$ cat src/sync_serial_regs.svh
`ifndef SYNC_SERIAL_REGS_SVH
`define SYNC_SERIAL_REGS_SVH

// register byte offsets
`define OFS_CONTROL      4'h0
`define OFS_STATUS       4'h4
`define OFS_TX_BUFFER    4'h8
`define OFS_RX_BUFFER    4'hC

// control register fields
`define CTRL_RUN         0
`define CTRL_FORCE_STOP  1
`define CTRL_MODE_LO     2
`define CTRL_MODE_HI     3
`define CTRL_BIT_ORDER   4
`define CTRL_INT_CLOCK   5

// status register fields
`define STAT_ACTIVE      0
`define STAT_SHIFTING    1
`define STAT_RX_FULL     2
`define STAT_TX_EMPTY    3
`define STAT_RX_ERROR    4
`define STAT_TX_ERROR    5

// transfer mode encodings
`define MODE_TX_ONLY     2'h0
`define MODE_RX_ONLY     2'h1
`define MODE_TXRX        2'h2

// reset values
`define RST_BUFFER       8'h00
`define RST_TX_EMPTY     1'b1

// bus responses
`define RESP_OKAY        2'h0
`define RESP_SLVERR      2'h2

// timing
`define CLK_PERIOD_NS    4
`define SCK_HALF_NS      16
`define SCK_HALF_CYC     ((`SCK_HALF_NS + `CLK_PERIOD_NS - 1) / `CLK_PERIOD_NS)

`endif

$ cat src/sync_serial_pkg.sv
package sync_serial_pkg;
  typedef enum logic {ST_IDLE, ST_BYTE} engine_state_t;
endpackage

$ cat src/sync_serial_rx_txrx.sv
// Added by the designer: the AXI4-Lite register port and the address map.
`timescale 1ns/100ps
`include "sync_serial_regs.svh"

module sync_serial_rx_txrx
  import sync_serial_pkg::*;
#(
  parameter int SCK_HALF = `SCK_HALF_CYC
) (
  // clock, reset, enable
  input  wire logic        aclk,
  input  wire logic        aresetn,
  input  wire logic        clk_en,
  // axi4-lite write
  input  wire logic [3:0]  s_axi_awaddr,
  input  wire logic        s_axi_awvalid,
  output wire logic        s_axi_awready,
  input  wire logic [31:0] s_axi_wdata,
  input  wire logic [3:0]  s_axi_wstrb,
  input  wire logic        s_axi_wvalid,
  output wire logic        s_axi_wready,
  output logic      [1:0]  s_axi_bresp,
  output logic             s_axi_bvalid,
  input  wire logic        s_axi_bready,
  // axi4-lite read
  input  wire logic [3:0]  s_axi_araddr,
  input  wire logic        s_axi_arvalid,
  output wire logic        s_axi_arready,
  output logic      [31:0] s_axi_rdata,
  output logic      [1:0]  s_axi_rresp,
  output logic             s_axi_rvalid,
  input  wire logic        s_axi_rready,
  // serial pins
  input  wire logic        serial_clock_pin_level,
  output logic             serial_clock_pin_drive,
  output wire logic        serial_clock_pin_oe,
  input  wire logic        serial_in_pin,
  output logic             serial_out_pin,
  // event
  output logic             serial_interrupt
);

  function automatic logic out_bit(input logic [7:0] sh, input logic lsb);
    out_bit = lsb ? sh[0] : sh[7];
  endfunction
  // control and status state
  logic                transfer_run_bit;
  logic                force_stop_bit;
  logic [1:0]          transfer_mode_field;
  logic                bit_order_select;
  logic                clock_internal;
  logic                transfer_active_flag;
  logic                receive_full_flag;
  logic                transmit_empty_flag;
  logic                receive_error_flag;
  logic                transmit_error_flag;
  logic [7:0]          receive_buffer;
  logic [7:0]          transmit_buffer;
  logic [7:0]          shift_reg;
  logic [2:0]          bit_count;
  logic                empty_pending;
  logic                recovery_second;
  engine_state_t       state;
  // bus state
  logic                aw_held;
  logic                w_held;
  logic [3:0]          aw_addr;
  logic [31:0]         w_data;
  logic                w_lane0;
  // pin sampling and clock generator
  logic                sck_meta;
  logic                sck_sync;
  logic                sck_prev;
  logic                si_meta;
  logic                si_sync;
  logic [7:0]          div_count;
  // bus decode
  wire logic aw_fire   = s_axi_awvalid && s_axi_awready;
  wire logic w_fire    = s_axi_wvalid && s_axi_wready;
  wire logic wr_fire   = aw_held && w_held && !s_axi_bvalid;
  wire logic rd_fire   = s_axi_arvalid && s_axi_arready;
  wire logic wr_lane   = wr_fire && w_lane0;
  wire logic ctrl_wr   = wr_lane && (aw_addr == `OFS_CONTROL);
  wire logic stat_wr   = wr_lane && (aw_addr == `OFS_STATUS);
  wire logic tx_wr     = wr_lane && (aw_addr == `OFS_TX_BUFFER);
  wire logic rx_rd     = rd_fire && (s_axi_araddr == `OFS_RX_BUFFER);
  wire logic wr_mapped = (aw_addr[1:0] == 2'h0);
  wire logic rd_mapped = (s_axi_araddr[1:0] == 2'h0);

  assign s_axi_awready = clk_en && !aw_held && !s_axi_bvalid;
  assign s_axi_wready  = clk_en && !w_held && !s_axi_bvalid;
  assign s_axi_arready = clk_en && !s_axi_rvalid;
  wire logic mode_rx   = (transfer_mode_field == `MODE_RX_ONLY);
  wire logic mode_txrx = (transfer_mode_field == `MODE_TXRX);
  wire logic mode_ok   = mode_rx || mode_txrx;
  wire logic shift_active = (state == ST_BYTE);
  // the status bit drops at the eighth falling edge; the engine still waits for the last rise
  wire logic low_phase    = clock_internal ? !serial_clock_pin_drive : !sck_prev;
  wire logic shift_flag   = shift_active && !((bit_count == 3'h7) && low_phase);
  // internal clock runs through a byte, and only starts the next one when the buffers allow it (auto wait)
  wire logic int_ready = !receive_full_flag && (mode_rx || !transmit_empty_flag);
  wire logic gen_run   = shift_active || (transfer_run_bit && mode_ok && int_ready);
  wire logic gen_tick  = gen_run && (div_count == 8'(SCK_HALF - 1));
  wire logic fall_int  = gen_tick && serial_clock_pin_drive;
  wire logic rise_int  = gen_tick && !serial_clock_pin_drive;
  wire logic fall_ext  = sck_prev && !sck_sync;
  wire logic rise_ext  = !sck_prev && sck_sync;
  wire logic fall_ev   = clock_internal ? fall_int : fall_ext;
  wire logic rise_ev   = clock_internal ? rise_int : rise_ext;
  wire logic start_byte = fall_ev && !shift_active && transfer_run_bit && mode_ok;
  wire logic rise_byte  = rise_ev && shift_active;
  wire logic byte_done  = rise_byte && (bit_count == 3'h7);
  wire logic [7:0] shifted = bit_order_select ? {si_sync, shift_reg[7:1]}
                                              : {shift_reg[6:0], si_sync};
  wire logic done_ok    = byte_done && !receive_error_flag && !receive_full_flag;
  wire logic done_over  = byte_done && !receive_error_flag && receive_full_flag;
  wire logic [7:0] ctrl_word = {2'h0, clock_internal, bit_order_select,
                                transfer_mode_field, force_stop_bit, transfer_run_bit};
  wire logic [7:0] stat_word = {2'h0, transmit_error_flag, receive_error_flag,
                                transmit_empty_flag, receive_full_flag,
                                shift_flag, transfer_active_flag};
  wire logic [7:0] rx_view   = (receive_error_flag && recovery_second) ? shift_reg
                                                                       : receive_buffer;
  wire logic [7:0] rd_byte   = (s_axi_araddr == `OFS_CONTROL)   ? ctrl_word :
                               (s_axi_araddr == `OFS_STATUS)    ? stat_word :
                               (s_axi_araddr == `OFS_TX_BUFFER) ? transmit_buffer :
                                                                  rx_view;
  assign serial_clock_pin_oe = clock_internal;
  // bus slave
  always_ff @(posedge aclk) begin
    if (!aresetn) begin
      aw_held      <= 1'b0;
      w_held       <= 1'b0;
      aw_addr      <= 4'h0;
      w_data       <= 32'h0000_0000;
      w_lane0      <= 1'b0;
      s_axi_bvalid <= 1'b0;
      s_axi_bresp  <= `RESP_OKAY;
      s_axi_rvalid <= 1'b0;
      s_axi_rresp  <= `RESP_OKAY;
      s_axi_rdata  <= 32'h0000_0000;
    end else if (clk_en) begin
      if (aw_fire) begin
        aw_held <= 1'b1;
        aw_addr <= s_axi_awaddr;
      end
      if (w_fire) begin
        w_held  <= 1'b1;
        w_data  <= s_axi_wdata;
        w_lane0 <= s_axi_wstrb[0];
      end
      if (wr_fire) begin
        aw_held      <= 1'b0;
        w_held       <= 1'b0;
        s_axi_bvalid <= 1'b1;
        s_axi_bresp  <= wr_mapped ? `RESP_OKAY : `RESP_SLVERR;
      end else if (s_axi_bvalid && s_axi_bready) begin
        s_axi_bvalid <= 1'b0;
      end
      if (rd_fire) begin
        s_axi_rvalid <= 1'b1;
        s_axi_rresp  <= rd_mapped ? `RESP_OKAY : `RESP_SLVERR;
        s_axi_rdata  <= rd_mapped ? {24'h00_0000, rd_byte} : 32'h0000_0000;
      end else if (s_axi_rvalid && s_axi_rready) begin
        s_axi_rvalid <= 1'b0;
      end
    end
  end
  // pin synchronisers and the internal clock divider
  always_ff @(posedge aclk) begin
    if (!aresetn) begin
      sck_meta  <= 1'b1;
      sck_sync  <= 1'b1;
      sck_prev  <= 1'b1;
      si_meta   <= 1'b1;
      si_sync   <= 1'b1;
      div_count <= 8'h00;
      serial_clock_pin_drive <= 1'b1;
    end else if (clk_en) begin
      sck_meta <= serial_clock_pin_level;
      sck_sync <= sck_meta;
      sck_prev <= sck_sync;
      si_meta  <= serial_in_pin;
      si_sync  <= si_meta;
      if (force_stop_bit || !gen_run || !clock_internal) begin
        div_count              <= 8'h00;
        serial_clock_pin_drive <= 1'b1;
      end else if (gen_tick) begin
        div_count              <= 8'h00;
        serial_clock_pin_drive <= !serial_clock_pin_drive;
      end else begin
        div_count <= div_count + 8'h01;
      end
    end
  end
  // registers and shift engine; hardware sets come last so they win over clears
  always_ff @(posedge aclk) begin
    if (!aresetn) begin
      transfer_run_bit     <= 1'b0;
      force_stop_bit       <= 1'b0;
      transfer_mode_field  <= `MODE_TX_ONLY;
      bit_order_select     <= 1'b0;
      clock_internal       <= 1'b0;
      transfer_active_flag <= 1'b0;
      receive_full_flag    <= 1'b0;
      transmit_empty_flag  <= `RST_TX_EMPTY;
      receive_error_flag   <= 1'b0;
      transmit_error_flag  <= 1'b0;
      receive_buffer       <= `RST_BUFFER;
      transmit_buffer      <= `RST_BUFFER;
      shift_reg            <= `RST_BUFFER;
      bit_count            <= 3'h0;
      empty_pending        <= 1'b0;
      recovery_second      <= 1'b0;
      state                <= ST_IDLE;
      serial_out_pin       <= 1'b1;
      serial_interrupt     <= 1'b0;
    end else if (clk_en) begin
      serial_interrupt <= 1'b0;
      if (force_stop_bit) begin
        force_stop_bit       <= 1'b0;
        transfer_run_bit     <= 1'b0;
        transfer_active_flag <= 1'b0;
        receive_full_flag    <= 1'b0;
        transmit_empty_flag  <= `RST_TX_EMPTY;
        receive_error_flag   <= 1'b0;
        transmit_error_flag  <= 1'b0;
        receive_buffer       <= `RST_BUFFER;
        transmit_buffer      <= `RST_BUFFER;
        bit_count            <= 3'h0;
        empty_pending        <= 1'b0;
        recovery_second      <= 1'b0;
        state                <= ST_IDLE;
        serial_out_pin       <= 1'b1;
      end else begin
        // software side
        if (ctrl_wr) begin
          transfer_run_bit    <= w_data[`CTRL_RUN];
          force_stop_bit      <= w_data[`CTRL_FORCE_STOP];
          transfer_mode_field <= w_data[`CTRL_MODE_HI:`CTRL_MODE_LO];
          bit_order_select    <= w_data[`CTRL_BIT_ORDER];
          clock_internal      <= w_data[`CTRL_INT_CLOCK];
        end
        if (stat_wr && w_data[`STAT_RX_ERROR]) begin
          receive_error_flag <= 1'b0;
          receive_full_flag  <= 1'b0;
          recovery_second    <= 1'b0;
        end
        if (stat_wr && w_data[`STAT_TX_ERROR]) begin
          transmit_error_flag <= 1'b0;
        end
        if (tx_wr) begin
          transmit_buffer     <= w_data[7:0];
          transmit_empty_flag <= 1'b0;
        end
        if (rx_rd && !receive_error_flag) begin
          receive_full_flag <= 1'b0;
        end
        if (rx_rd && receive_error_flag) begin
          recovery_second <= 1'b1;
        end
        // idle with run cleared: the byte in progress has already ended
        if (!shift_active && !transfer_run_bit) begin
          transfer_active_flag <= 1'b0;
          serial_out_pin       <= 1'b1;
        end
        // serial side
        unique case (state)
          ST_IDLE: begin
            if (start_byte) begin
              state                <= ST_BYTE;
              transfer_active_flag <= 1'b1;
              bit_count            <= 3'h0;
              if (mode_txrx && transmit_empty_flag) begin
                transmit_error_flag <= 1'b1;
                serial_out_pin      <= 1'b1;
              end else if (mode_txrx && !receive_error_flag) begin
                shift_reg      <= transmit_buffer;
                serial_out_pin <= out_bit(transmit_buffer, bit_order_select);
                empty_pending  <= 1'b1;
              end else begin
                serial_out_pin <= 1'b1;
              end
            end
          end
          ST_BYTE: begin
            if (fall_ev && mode_txrx && !transmit_error_flag && !receive_error_flag) begin
              serial_out_pin <= out_bit(shift_reg, bit_order_select);
            end
            if (rise_byte) begin
              bit_count <= bit_count + 3'h1;
              if (!receive_error_flag) begin
                shift_reg <= shifted;
              end
              if (empty_pending) begin
                empty_pending       <= 1'b0;
                transmit_empty_flag <= 1'b1;
              end
            end
            if (byte_done) begin
              state <= ST_IDLE;
              if (!transfer_run_bit) begin
                transfer_active_flag <= 1'b0;
                serial_out_pin       <= 1'b1;
              end
              if (done_ok) begin
                receive_buffer    <= shifted;
                receive_full_flag <= 1'b1;
                serial_interrupt  <= 1'b1;
              end
              if (done_over) begin
                receive_error_flag <= 1'b1;
                recovery_second    <= 1'b0;
                serial_interrupt   <= 1'b1;
              end
            end
          end
        endcase
      end
    end
  end
endmodule

$ cat config.mk
export PLATFORM = sky130hd
export DESIGN_NAME = sync_serial_rx_txrx
export DESIGN_NICKNAME = d
export VERILOG_FILES = /design/src/sync_serial_pkg.sv /design/src/sync_serial_rx_txrx.sv
export VERILOG_INCLUDE_DIRS = /design/src
export SDC_FILE = /design/constraint.sdc
export NUM_CORES = 1
export LEC_CHECK = 0
export ABC_AREA = 0
export BUFFER_PORTS_ARGS = -buffer_cell sky130_fd_sc_hd__clkbuf_2
export CAP_MARGIN = 10
export CORE_UTILIZATION = 58
export CTS_BUF_LIST = sky130_fd_sc_hd__clkbuf_16
export DETAILED_ROUTE_END_ITERATION = 12
export PLACE_DENSITY = 0.83
export SETUP_SLACK_MARGIN = 0.02
export SLEW_MARGIN = 20
export SYNTH_ARGS = -nofsm -noshare
export SYNTH_HDL_FRONTEND = slang
export SYNTH_SLANG_ARGS = --single-unit
$ cat constraint.sdc
create_clock -name aclk -period 4.76 [get_ports aclk]
set_input_delay 0.714 -clock aclk [delete_from_list [all_inputs] [get_ports aclk]]
set_output_delay 0.714 -clock aclk [all_outputs]
set_load 0.005 [all_outputs]
# [After elaboration in Yosys (flattened, before gate mapping)]
# Cells that the tools add are included.
[word_totals] register_bits=110 latch_bits=0 ram_bits=0 mem_bits_ro=0 out_inout_bits=45 word_cells=257 n_memories=0
[classes] n_addsub=2 multipliers=0 n_div=0 magnitude_cmp=0 n_eq_ne=18 shifts=0 muxes=102 n_bitwise=2 reduce_logical=97
[op_table] op="$mux 8" n=19
[op_table] op="$mux 1" n=72
[op_table] op="$logic_and 1x1->1" n=46
[op_table] op="$reduce_and 2->1" n=11
[op_table] op="$reduce_bool 2->1" n=10
[op_table] op="$logic_not 1->1" n=16
[op_table] op="$pmux 8 s2" n=1
[op_table] op="$eq 4x4->1 const B" n=3
[op_table] op="$mux 3" n=3
[op_table] op="$ne 3x3->1 const B" n=3
[op_table] op="$add 8x1->8 const B" n=1
[op_table] op="$eq 4x3->1 const B" n=2
[op_table] op="$eq 8x2->1 const B" n=1
[op_table] op="$logic_not 4->1" n=2
[op_table] op="$ne 2x2->1 const B" n=4
[op_table] op="$pmux 1 s2" n=4
[op_table] op="$reduce_and 7->1" n=1
[op_table] op="$pmux 3 s2" n=1
[op_table] op="$reduce_and 3->1" n=2
[op_table] op="$logic_or 1x1->1" n=5
[op_table] op="$reduce_and 5->1" n=1
[op_table] op="$logic_not 2->1" n=2
[op_table] op="$mux 2" n=2
[op_table] op="$reduce_and 4->1" n=1
[op_table] op="7 further kinds" n=8

# [Logic depth before layout (Yosys ltp)]
# Gate-level depths: netlist (run 1).
[depth] depth_word=17 depth_mapped=9 ltp_nobuf=8

# [Worst setup path after synthesis (run 1)]
# OpenSTA, ideal clock, no wires.
[synth_timing] kind="flip-flop to flip-flop" startpoint="register transfer_mode_field[0]" endpoint="register shift_reg[0]" arrival_ns=2.086 slack_ns=2.558 stages_incl_launch_ff=10 synth_period_minus_slack_ns=2.202 path_cell_list="dfxtp_1 -> inv_1 -> ha_1 -> or3b_1 -> or3_1 -> o41ai_4 -> o21a_1 -> buf_6 -> mux2i_1 -> nor2b_1"
[synth_between] elab_chain_len=13 word_cells_on_any_way=24
[synth_rtl] item="start, declared" line_no="sync_serial_rx_txrx.sv:49" text="logic [1:0] transfer_mode_field;"
[synth_rtl] item="start signal, assigned" line_no="sync_serial_rx_txrx.sv:201" text="transfer_mode_field <= `MODE_TX_ONLY;"
[synth_rtl] item="start signal, assigned" line_no="sync_serial_rx_txrx.sv:240" text="transfer_mode_field <= w_data[`CTRL_MODE_HI:`CTRL_MODE_LO];"
[synth_rtl] item="$eq 2x1->1 (no line) / $eq 2x2->1 (equally long branches)"
[synth_rtl] item="$logic_or 1x1->1 (on tied branches)" line_no="sync_serial_rx_txrx.sv:95, sync_serial_rx_txrx.sv:101"
[synth_rtl] item="$logic_and 1x1->1 (on tied branches)" line_no="sync_serial_rx_txrx.sv:102, sync_serial_rx_txrx.sv:101"
[synth_rtl] item="$logic_and 1x1->1" line_no="sync_serial_rx_txrx.sv:102" text="wire logic gen_run = shift_active || (transfer_run_bit && mode_ok && int_ready);"
[synth_rtl] item="$logic_or 1x1->1" line_no="sync_serial_rx_txrx.sv:102"
[synth_rtl] item="$logic_and 1x1->1" line_no="sync_serial_rx_txrx.sv:103" text="wire logic gen_tick = gen_run && (div_count == 8'(SCK_HALF - 1));"
[synth_rtl] item="$logic_and 1x1->1" line_no="sync_serial_rx_txrx.sv:104" text="wire logic fall_int = gen_tick && serial_clock_pin_drive;"
[synth_rtl] item="$mux 1" line_no="sync_serial_rx_txrx.sv:108" text="wire logic fall_ev = clock_internal ? fall_int : fall_ext;"
[synth_rtl] item="$logic_and 1x1->1 (3 in series)" line_no="sync_serial_rx_txrx.sv:110" text="wire logic start_byte = fall_ev && !shift_active && transfer_run_bit && mode_ok;"
[synth_rtl] item="$ne 2x2->1 (no line)"
[synth_rtl] item="$reduce_and 7->1 (no line) (*)"
[synth_rtl] item="end signal, assigned" line_no="sync_serial_rx_txrx.sv:211" text="shift_reg <= `RST_BUFFER;"
[synth_rtl] item="end signal, assigned" line_no="sync_serial_rx_txrx.sv:278" text="shift_reg <= transmit_buffer;"
[synth_rtl] item="end signal, assigned" line_no="sync_serial_rx_txrx.sv:293" text="shift_reg <= shifted;"
[synth_rtl] item="end, declared" line_no="sync_serial_rx_txrx.sv:59" text="logic [7:0] shift_reg;"
# Mark *: on every way between the ends. The rest lies on a longest branch, timed or not.
# A chain may end at the register's enable or synchronous reset.

# [Final worst setup path (run 1)]
[layout_timing] startpoint="register state (netlist: shift_active)" endpoint="register shift_reg[0]"
[layout_between] elab_chain_len=9 word_cells_on_any_way=19
[layout_rtl] item="start, declared" line_no="sync_serial_rx_txrx.sv:63" text="engine_state_t state;"
[layout_rtl] item="start signal, assigned" line_no="sync_serial_rx_txrx.sv:215" text="state <= ST_IDLE;"
[layout_rtl] item="start signal, assigned" line_no="sync_serial_rx_txrx.sv:233" text="state <= ST_IDLE;"
[layout_rtl] item="start signal, assigned" line_no="sync_serial_rx_txrx.sv:271" text="state <= ST_BYTE;"
[layout_rtl] item="$logic_or 1x1->1" line_no="sync_serial_rx_txrx.sv:102"
[layout_rtl] item="$logic_and 1x1->1" line_no="sync_serial_rx_txrx.sv:103"
[layout_rtl] item="$logic_and 1x1->1" line_no="sync_serial_rx_txrx.sv:104"
[layout_rtl] item="$mux 1" line_no="sync_serial_rx_txrx.sv:108"
[layout_rtl] item="$logic_and 1x1->1 (3 in series)" line_no="sync_serial_rx_txrx.sv:110"
[layout_rtl] item="$ne 2x2->1 (no line)"
[layout_rtl] item="$reduce_and 7->1 (no line)"
# Several ways; a longest one is shown, not always the timed one.

==> results of run 1 <==
## worst max-delay path: cells and delay by family (launching register included)
kind | cells | cell delay (ns)
mux | 1 | 0.26
simple gates | 1 | 0.06
flops | 1 | 0.93
compound gates | 3 | 1.36
## kinds of logic (layout without fill, tap and decap cells)
logic type | after synthesis | count (layout) | share of synthesized area [%]
and+or+nand+nor | 200 | 200 | 23.1
AOI/OAI and AO/OA | 109 | 109 | 17.8
DFF | 84 | 84 | 39.2
buffers and inverters | 64 | 73 | 8.08
muxes | 38 | 38 | 8.92
xor gates and xnor gates | 7 | 7 | 1.43
adders and majority gates | 5 | 5 | 1.46
other | 1 | 26 | 0.0874
## worst paths after layout
kind / start / to / cells after the start
max: shift_active / shift_reg[0] / 5
min: s_axi_rdata[1] / s_axi_rdata[1] / 2
max reg2reg: shift_active / shift_reg[0] / 5
min reg2reg: s_axi_rdata[1] / s_axi_rdata[1] / 2
## placed cells by master, fill, tap and decap left out, types with 3 or more instances in the layout
cell       instances
dfxtp_1           84
nand2_1           75
clkbuf_2          45
mux2i_1           36
nor2_1            34
nor2b_1           28
conb_1            26
a21boi_0          23
a21oi_1           18
o21ai_0           18
nand3_1           17
o211ai_1          10
inv_1              9
o2bb2ai_1          9
clkbuf_16          9
a22oi_1            8
and2_1             7
nand2b_1           6
nor3b_1            6
nand4_1            5
and3_1             5
ha_1               5
nor3_1             4
xor2_1             4
o31ai_1            4
a32oi_1            3
o22ai_1            3
xnor2_1            3
## per-layer routing
metal / routed length (µm) / up-vias
met2: 4100 / 175
met4: 195 / 0
met3: 674 / 20
met1: 4280 / 1638
met5: 0 / -
li1: - / 1777
## power by group through the flow
stage / logic (mW) / clock network (mW) / registers [mW]
2_1_floorplan: 0.0708 / 0 / 0.736
3_3_place_gp: 0.0785 / 0 / 0.739
3_5_place_dp: 0.0812 / 0 / 0.739
4_1_cts: 0.0815 / 0.777 / 0.724
5_1_grt: 0.0954 / 0.807 / 0.725
6_report: 0.0828 / 0.767 / 0.724
## metrics by stage
step           hold WS [ns]  utilization [%]  instance area [µm²]  worst slack (ns)
2_1_floorplan         0.432                -                 4390              2.56
4_1_cts               0.465             68.4                 4770              2.05
5_1_grt               0.487             68.6                 4790              1.73
3_3_place_gp          0.444             63.6                 4440              1.88
6_report              0.460             68.6                 4790              2.04
3_5_place_dp          0.449             63.6                 4440              1.72
## cell type report
class,instances,share of cell area (%)
Tap cell,96,2.51
Inverter,10,0.784
Clock inverter,7,2.22
Clock buffer,9,4.70
Multi-Input combinational cell,385,49.6
Timing Repair Buffer,47,5.02
Sequential cell,84,35.1
==> qor.yml, run 1 <==
outcome:
  status: "completed"
run:
  maxCapViolCount: 0
power:
  intPower_mw: 1.21
  seqPwrFrac_pct: 46.0
  leakagePower_nw: 1.86
  power_frac_comb_pct: 5.3
  irDropWorstVdd_uv: 266
  netSwitchingFraction_pct: 22.8
  p_per_area_mw_per_mm2: 329
  clock_power_share_pct: 48.8
  power_switching_mw: 0.359
  total_power_mw: 1.57
placement:
  gp_congestion: 0.888
  port_buffers: 45
  placed_cells: 622
  hpwlAfterDp_um: 6400
logic_synthesis:
  synth_area_mm2: 0.00429
  synth_top_area_share_pct: 39.2
  synth_warnings: 0
  async_flop_share_pct: 0
  synth.most_common_cell: "dfxtp_1"
  synth_cell_types: 51
  synth-edff-count: 0
  syn_inst: 508
  postSynthAreaPerCell_um2: 8.45
  yosysSeqAreaShare_pct: 39.2
  yosys_register_bits: 84
  synth_ff_type: "dfxtp_1"
  yosysTopAreaCell: "dfxtp_1"
  synth_common_cells: "84 x dfxtp_1, 75 x nand2_1, 36 x mux2i_1"
  synth_area_leaders: "dfxtp_1 39%, mux2i_1 8.4%, nand2_1 6.6%"
global_route:
  grt.total_usage_pct: 26.3
  gr-usage-met2_pct: 41.4
  grt_max_degree: 75
  grt_most_used_layer: "met2"
  overflow: 0
  grt_pass1_wl_um: 15700
  antenna_found_initial: 0
  first_global_vias: 3255
  grtUsageMet3_pct: 5.75
  use_met1_pct: 35.0
finish:
  areaGrowthSynthToFinish_pct: 11.6
  fillers: 556
  seq_area_mm2: 0.00168
  antenna-diode-count: 0
  multi_input_area_mm2: 0.00238
  final_cells: 638
  final_layout_size_suffix_gt1_share_pct: 13.1
  fin_nets: 596
worst_setup_path:
  cp-start-kind: "register"
  reg2reg_slack_ns: 2.04
  slowest_stage: "dfxtp_1"
  path_class: "register to register"
  cp_cell_sequence: "a21oi_1 -> o41ai_4 -> o21a_1 -> mux2i_1 -> nor2b_1"
  crit_fanout: 30
  slowest_delay_ns: 0.93
  crit_arrival_ns: 2.95
  endpoint_kind: "register"
  cp.required_ns: 4.99
die:
  die_x_um: 88.0
  start_util_pct: 61.5
  coreArea_mm2: 0.00698
  ios: 99
  die_y_um: 88.0
  die-area_mm2: 0.00775
  rows: 30
detailed_routing:
  drc: 0
  avgRoutedWirePerCell_um: 14.5
  drtAntennaViolNets: 0
  vias_per_cell: 5.66
  wirelength_um: 9250
  firstDrtPassIters: 5
  drt-initial-drc-count: 253
  vias: 3610
hold_path:
  hold_class: "register to register"
clock_network:
  path_clk_slew_ns: 0.06
  cts_sinks: 84
  cts_buffers: 9
  root_buffer: "clkbuf_16"
  cts_hold_buf: 0
  cts_resized: 0
  clock_latency_ns: 0.34
  cts_buffer_depth: 2
  h-tree-depth: 3
  cts_setup_buffers: 0
  cts_tree: "done"
sta:
  max_freq_ghz: 0.368
  finalCritPeriodShare_pct: 57.1
  relSlewSlack_pct: 38.1
  period_needed_ns: 2.72
  setup_viol: 0
  fin_worst_skew_ns: 0.00608
  rsz0062_at_grt: "false"
  finalHoldViolations: 0
  final-max-slew-violation-count: 0
  worstMarginPinSlew_ns: 0.927
  fin_setup_tns_ns: 0
(Power assumes the default switching activity.)
==> run 2, diff against run 1 <==
--- a/config.mk
+++ b/config.mk
@@ -9,10 +9,10 @@
 export ABC_AREA = 0
 export BUFFER_PORTS_ARGS = -buffer_cell sky130_fd_sc_hd__clkbuf_2
 export CAP_MARGIN = 10
-export CORE_UTILIZATION = 58
+export CORE_UTILIZATION = 54
 export CTS_BUF_LIST = sky130_fd_sc_hd__clkbuf_16
 export DETAILED_ROUTE_END_ITERATION = 12
-export PLACE_DENSITY = 0.83
+export PLACE_DENSITY = 0.78
 export SETUP_SLACK_MARGIN = 0.02
 export SLEW_MARGIN = 20
 export SYNTH_ARGS = -nofsm -noshare
==> constraint.sdc (replaced) <==
create_clock -name aclk -period 2.65 [get_ports aclk]
set_input_delay 0.3975 -clock aclk [delete_from_list [all_inputs] [get_ports aclk]]
set_output_delay 0.3975 -clock aclk [all_outputs]
set_load 0.005 [all_outputs]
==> run 2 against run 1 <==
  * Largest cell class unchanged
  * The flow now finishes with violations (design-rule violations)
  * Via count increased by 3.3%
  * Largest power group is now sequential cells
  * First-iteration DRC count increased by 35%
  * Die area increased by 7.2%
  * Final area increased by 1.8%
  * Count of clock-buffer cells in the layout unchanged
  * Worst hold slack got worse by 0.18 ns
  * Critical endpoint is now shift_reg[7]
  * Total power increased by 70%
  * Sequential power increased by 80%
==> qor.yml, run 2 (synthesized netlist as in run 1, its figures left out) <==
global_route:
  antenna_found_initial: 0  # unchanged
  grt.total_usage_pct: 25.2  # was 26.3%
  grt_pass1_wl_um: 16800  # was 15,700 µm
  first_global_vias: 3482  # was 3,255
  overflow: 0  # unchanged
  grt_max_degree: 52  # was 75
clock_network:
  cts_sinks: 84  # unchanged
  root_buffer: "clkbuf_16"  # unchanged
  cts_resized: 0  # unchanged
  cts_setup_buffers: 0  # unchanged
  cts_buffer_depth: 2  # unchanged
  path_clk_slew_ns: 0.06  # about the same
  clock_latency_ns: 0.33  # was 0.34 ns
  cts_hold_buf: 0  # unchanged
  h-tree-depth: 3  # unchanged
  cts_tree: "done"  # unchanged
  cts_buffers: 9  # unchanged
detailed_routing:
  vias_per_cell: 5.66  # about the same
  vias: 3729  # was 3,610
  firstDrtPassIters: 9  # was 5
  drtAntennaViolNets: 0  # unchanged
  wirelength_um: 9750  # was 9250 µm
  avgRoutedWirePerCell_um: 14.8  # was 14.5 µm
  drc: 1  # was 0
  drt-initial-drc-count: 342  # was 253
sta:
  setup_viol: 0  # unchanged
  worstMarginPinSlew_ns: 0.623  # was 0.927 ns
  fin_worst_skew_ns: 0.00752  # was 0.00608 ns
  rsz0062_at_grt: "false"  # unchanged
  relSlewSlack_pct: 58.1  # was 38.1%
  period_needed_ns: 2.51  # was 2.72 ns
  finalHoldViolations: 0  # unchanged
  finalCritPeriodShare_pct: 94.8  # was 57.1%
  final-max-slew-violation-count: 0  # unchanged
  fin_setup_tns_ns: 0  # unchanged
  max_freq_ghz: 0.398  # was 0.368 GHz
worst_setup_path:
  crit_arrival_ns: 2.73  # was 2.95 ns
  cp.required_ns: 2.87  # was 4.99 ns
  endpoint_kind: "register"  # unchanged
  cp_cell_sequence: "inv_1 -> ha_1 -> or3b_1 -> o41ai_4 -> o21a_1 -> buf_12 -> mux2i_1 -> nor2b_1"  # was a21oi_1 -> o41ai_4 -> o21a_1 -> mux2i_1 -> nor2b_1
  slowest_stage: "o41ai_4"  # was dfxtp_1
  cp_num_buf_inv: 2  # was 0
  crit_fanout: 8  # was 30
  path_class: "register to register"  # unchanged
  path_delay_family: "compound AO/OA/AOI/OAI gates"  # unchanged
  slowest_delay_ns: 0.55  # was 0.93 ns
  cp-start-kind: "register"  # unchanged
placement:
  gp_congestion: 0.871  # was 0.888
  port_buffers: 45  # unchanged
  hpwlAfterDp_um: 6820  # was 6400 µm
  placed_cells: 643  # was 622
power:
  p_per_area_mw_per_mm2: 550  # was 329 mW/mm²
  irDropWorstVdd_uv: 382  # was 266 µV
  leakagePower_nw: 1.91  # was 1.86 nW
die:
  die_y_um: 91.2  # was 88.0 µm
  ios: 99  # unchanged
  rows: 32  # was 30
  die_x_um: 91.2  # was 88.0 µm
  die-area_mm2: 0.00831  # was 0.00775 mm²
  coreArea_mm2: 0.00769  # was 0.00698 mm²
  start_util_pct: 55.8  # was 61.5%
finish:
  antenna-diode-count: 0  # unchanged
  final_common_cell: "dfxtp_1"  # unchanged
  final_cell_mix: "84 x dfxtp_1, 75 x nand2_1, 45 x clkbuf_2, 36 x mux2i_1, 34 x nor2_1"  # unchanged
  final_cells: 659  # was 638
  fillers: 664  # was 556
  areaGrowthSynthToFinish_pct: 13.6  # was 11.6%
  fin_nets: 611  # was 596
  final_layout_size_suffix_gt1_share_pct: 14.7  # was 13.1%
outcome:
  failed_checks: "design-rule violations"
  status: "finished, violations left"  # was completed
run:
  maxCapViolCount: 0  # unchanged
hold_path:
  hold_class: "primary input to register"  # was register to register
==> run 2: layer usage <==
metal | vias to the layer above | track usage (%) | part of all wire, %
li1 | 1806 | - | -
met1 | 1734 | 33.7 | 45
met2 | 169 | 39.1 | 45
met3 | 20 | 5.53 | 7.3
met4 | 0 | 11.0 | 2.3
met5 | - | 0 | 0
==> run 2: stage by stage <==
stage / util [%] / power, mW / hold WS [ns] / setup WS [ns] / instance area, µm²
detailed placement: 59.6 / 1.48 / 0.447 / 0.235 / 4580
finish: 63.4 / 2.68 / 0.277 / 0.139 / 4870
floorplan: - / 1.45 / 0.432 / 0.448 / 4390
global placement: 59.6 / 1.48 / 0.445 / 0.283 / 4580
CTS: 63.4 / 2.70 / 0.270 / 0.206 / 4870
global route: 63.4 / 2.78 / 0.281 / 0.0292 / 4870
==> run 2: final cells by class <==
| type | count | area (µm²) | area share, % |
|---|---|---|---|
| multi-input cells | 385 | 2360 | 48.4 |
| inverters | 10 | 37.5 | 0.770 |
| flip-flops and latches | 84 | 1680 | 34.5 |
| clock buffers | 9 | 225 | 4.62 |
| clock inverters | 7 | 67.6 | 1.39 |
| repair buffers | 62 | 378 | 7.75 |
| well taps | 102 | 128 | 2.62 |
==> run 2: worst paths after layout <==
check / startpoint / cells past startpoint / slack (ns) / to
max: transfer_mode_field[0] / 8 / 0.14 / shift_reg[7]
min: serial_clock_pin_level / 3 / 0.28 / sck_meta
max reg2reg: transfer_mode_field[0] / 8 / 0.14 / shift_reg[7]
min reg2reg: s_axi_rdata[5] / 2 / 0.46 / s_axi_rdata[5]
==> run 2: tightest hold or removal path, stage by stage <==
cell	delay [ns]
clkbuf_2	0.07
mux2i_1	0.05
nand2_1	0.05
==> run 2: power by group <==
| part | internal, mW | switching (mW) | total (mW) |
|---|---|---|---|
| sequential | 1.28 | 0.0173 | 1.30 |
| combinational | 0.0643 | 0.0916 | 0.156 |
| clock | 0.725 | 0.500 | 1.22 |
| total | 2.07 | 0.609 | 2.68 |
==> run 3, diff against run 2 <==
--- a/config.mk
+++ b/config.mk
@@ -10,7 +10,6 @@
 export BUFFER_PORTS_ARGS = -buffer_cell sky130_fd_sc_hd__clkbuf_2
 export CAP_MARGIN = 10
 export CORE_UTILIZATION = 54
-export CTS_BUF_LIST = sky130_fd_sc_hd__clkbuf_16
 export DETAILED_ROUTE_END_ITERATION = 12
 export PLACE_DENSITY = 0.78
 export SETUP_SLACK_MARGIN = 0.02
==> run 3 against run 2 <==
  * The run still ends with design-rule violations left
  * Largest cell class unchanged
  * Clock power shrank 22%
  * Final area shrank 1.2%
  * Count of clock-buffer cells in the layout grew 2
  * Clock skew grew 0.0039 ns
  * Register-to-register slack gained 0.09 ns
  * Utilization shrank 0.76 points
  * Critical path depth grew 1
  * Combinational power is essentially flat
  * Global-route usage shrank 0.30 points
  * Via count shrank 0.21%
  * Maximum frequency grew 3.9%
==> qor.yml, run 3 (synthesized netlist as in run 1, its figures left out) <==
outcome:
  status: "finished, violations left"  # unchanged
  failed_checks: "design-rule violations"  # unchanged
worst_setup_path:
  reg2reg_slack_ns: 0.23  # was 0.14 ns
  crit_fanout: 8  # unchanged
  r2r_cells: 9  # was 8
  cp-startpoint: "transfer_mode_field[0]"  # unchanged
  path_class: "register to register"  # unchanged
  timing.rr.end: "shift_reg[5]"  # was shift_reg[7]
  r2r-start: "transfer_mode_field[0]"  # unchanged
  crit_path_end: "shift_reg[5]"  # was shift_reg[7]
  cp.required_ns: 2.91  # was 2.87 ns
  cp-start-kind: "register"  # unchanged
  crit_arrival_ns: 2.68  # was 2.73 ns
  endpoint_kind: "register"  # unchanged
detailed_routing:
  firstDrtPassIters: 9  # unchanged
  wirelength_um: 9700  # was 9750 µm
  vias: 3721  # was 3,729
  avgRoutedWirePerCell_um: 14.7  # was 14.8 µm
  vias_per_cell: 5.62  # was 5.66
  drc: 1  # unchanged
  drtAntennaViolNets: 0  # unchanged
  drt-initial-drc-count: 341  # was 342
run:
  maxCapViolCount: 0  # unchanged
clock_network:
  cts_buffer_depth: 2  # unchanged
  cts_resized: 0  # unchanged
  clock_latency_ns: 0.36  # was 0.33 ns
  cts_sinks: 84  # unchanged
  cts_tree: "done"  # unchanged
  h-tree-depth: 3  # unchanged
  cts_buffers: 9  # unchanged
  path_clk_slew_ns: 0.09  # was 0.06 ns
  root_buffer: "clkbuf_8"  # was clkbuf_16
die:
  rows: 32  # unchanged
  ios: 99  # unchanged
  die-area_mm2: 0.00831  # unchanged
  die_y_um: 91.2  # unchanged
  die_x_um: 91.2  # unchanged
  coreArea_mm2: 0.00769  # unchanged
  start_util_pct: 55.8  # unchanged
finish:
  final_cells: 662  # was 659
  fin_nets: 614  # was 611
  final_layout_size_suffix_gt1_share_pct: 15.5  # was 14.7%
  antenna-diode-count: 0  # unchanged
  final_util_pct: 62.6  # was 63.4%
  final_cell_mix: "84 x dfxtp_1, 75 x nand2_1, 45 x clkbuf_2, 36 x mux2i_1, 34 x nor2_1"  # unchanged
  final_common_cell: "dfxtp_1"  # unchanged
  areaGrowthSynthToFinish_pct: 12.2  # was 13.6%
  design_area_mm2: 0.00482  # was 0.00487 mm²
sta:
  max_freq_ghz: 0.414  # was 0.398 GHz
  period_needed_ns: 2.42  # was 2.51 ns
  fin_setup_tns_ns: 0  # unchanged
  fin_worst_skew_ns: 0.0114  # was 0.00752 ns
  finalHoldViolations: 0  # unchanged
  setup_viol: 0  # unchanged
  relSlewSlack_pct: 58.1  # about the same
  final-max-slew-violation-count: 0  # unchanged
  worstMarginPinSlew_ns: 0.623  # about the same
  rsz0062_at_grt: "false"  # unchanged
  finalCritPeriodShare_pct: 91.2  # was 94.8%
power:
  p_per_area_mw_per_mm2: 500  # was 550 mW/mm²
  irDropWorstVdd_uv: 349  # was 382 µV
  leakagePower_nw: 1.90  # was 1.91 nW
  total_power_mw: 2.41  # was 2.68 mW
global_route:
  antenna_found_initial: 0  # unchanged
  grt.total_usage_pct: 24.9  # was 25.2%
  first_global_vias: 3441  # was 3,482
  grt_max_degree: 52  # unchanged
  overflow: 0  # unchanged
  grt_pass1_wl_um: 16500  # was 16,800 µm
placement:
  place_area_mm2: 0.00458  # unchanged
  hpwlAfterDp_um: 6820  # unchanged
  placed_cells: 643  # unchanged
  port_buffers: 45  # unchanged
  gp_congestion: 0.871  # unchanged
hold_path:
  hold_class: "primary input to register"  # unchanged
-- run 3: changes by cell type in the layout (fill, tap and decap cells not counted) --
cell / previous run / this run
clkinv_1: 3 / 1
clkbuf_16: 9 / 0
buf_4: 15 / 18
clkbuf_8: 0 / 11
-- run 3: timing repair --
action                     in CTS  in global routing
setup buffers                   0                  3
setup endpoints to repair       0                  3
hold buffers                    0                  0
-- run 3: how the worst min path moves through the flow --
stage	start	to	slack, ns	depth (start not counted)
after global placement	receive_buffer[0]	receive_buffer[0]	0.44	1
final	serial_clock_pin_level	sck_meta	0.25	3
after floorplan	receive_buffer[0]	receive_buffer[0]	0.43	1
after global routing	s_axi_wdata[4]	w_data[4]	0.25	3
after CTS	serial_clock_pin_level	sck_meta	0.24	3
after detailed placement	receive_buffer[7]	receive_buffer[7]	0.45	1
-- run 3: cell type report --
class                           count  area (µm²)
Fill cell                         679        2870
Multi-Input combinational cell    385        2360
Sequential cell                    84        1680
Timing Repair Buffer               65         400
Clock buffer                       11         151
Tap cell                          102         128
Clock inverter                      5        60.1
Inverter                           10        37.5
-- run 3: metal layers --
| metal | global-route usage [%] | part of all wire [%] | vias up |
|---|---|---|---|
| met4 | 12.4 | 2.6 | 0 |
| met5 | 0 | 0 | - |
| met3 | 3.77 | 6.0 | 20 |
| li1 | - | - | 1812 |
| met2 | 39.2 | 45 | 153 |
| met1 | 33.2 | 47 | 1736 |
-- run 3: through the flow --
stage               worst slack, ns  hold WS (ns)
floorplan                     0.448         0.432
global placement              0.283         0.445
detailed placement            0.235         0.447
CTS                           0.199         0.244
global route                  0.121         0.251
finish                        0.233         0.252
-- run 3: critical path, stage by stage, from the launching register on --
cell     delay [ns]
dfxtp_1        0.38
inv_1          0.07
ha_1           0.31
or3b_1         0.42
or3_1          0.37
o41ai_4        0.09
o21a_1         0.26
buf_12         0.15
mux2i_1        0.20
nor2b_1        0.07
-- run 3: report_power, final --
part | internal [mW] | switching (mW)
logic | 0.0642 | 0.0914
registers | 1.28 | 0.0173
clock network | 0.488 | 0.465
total | 1.83 | 0.574
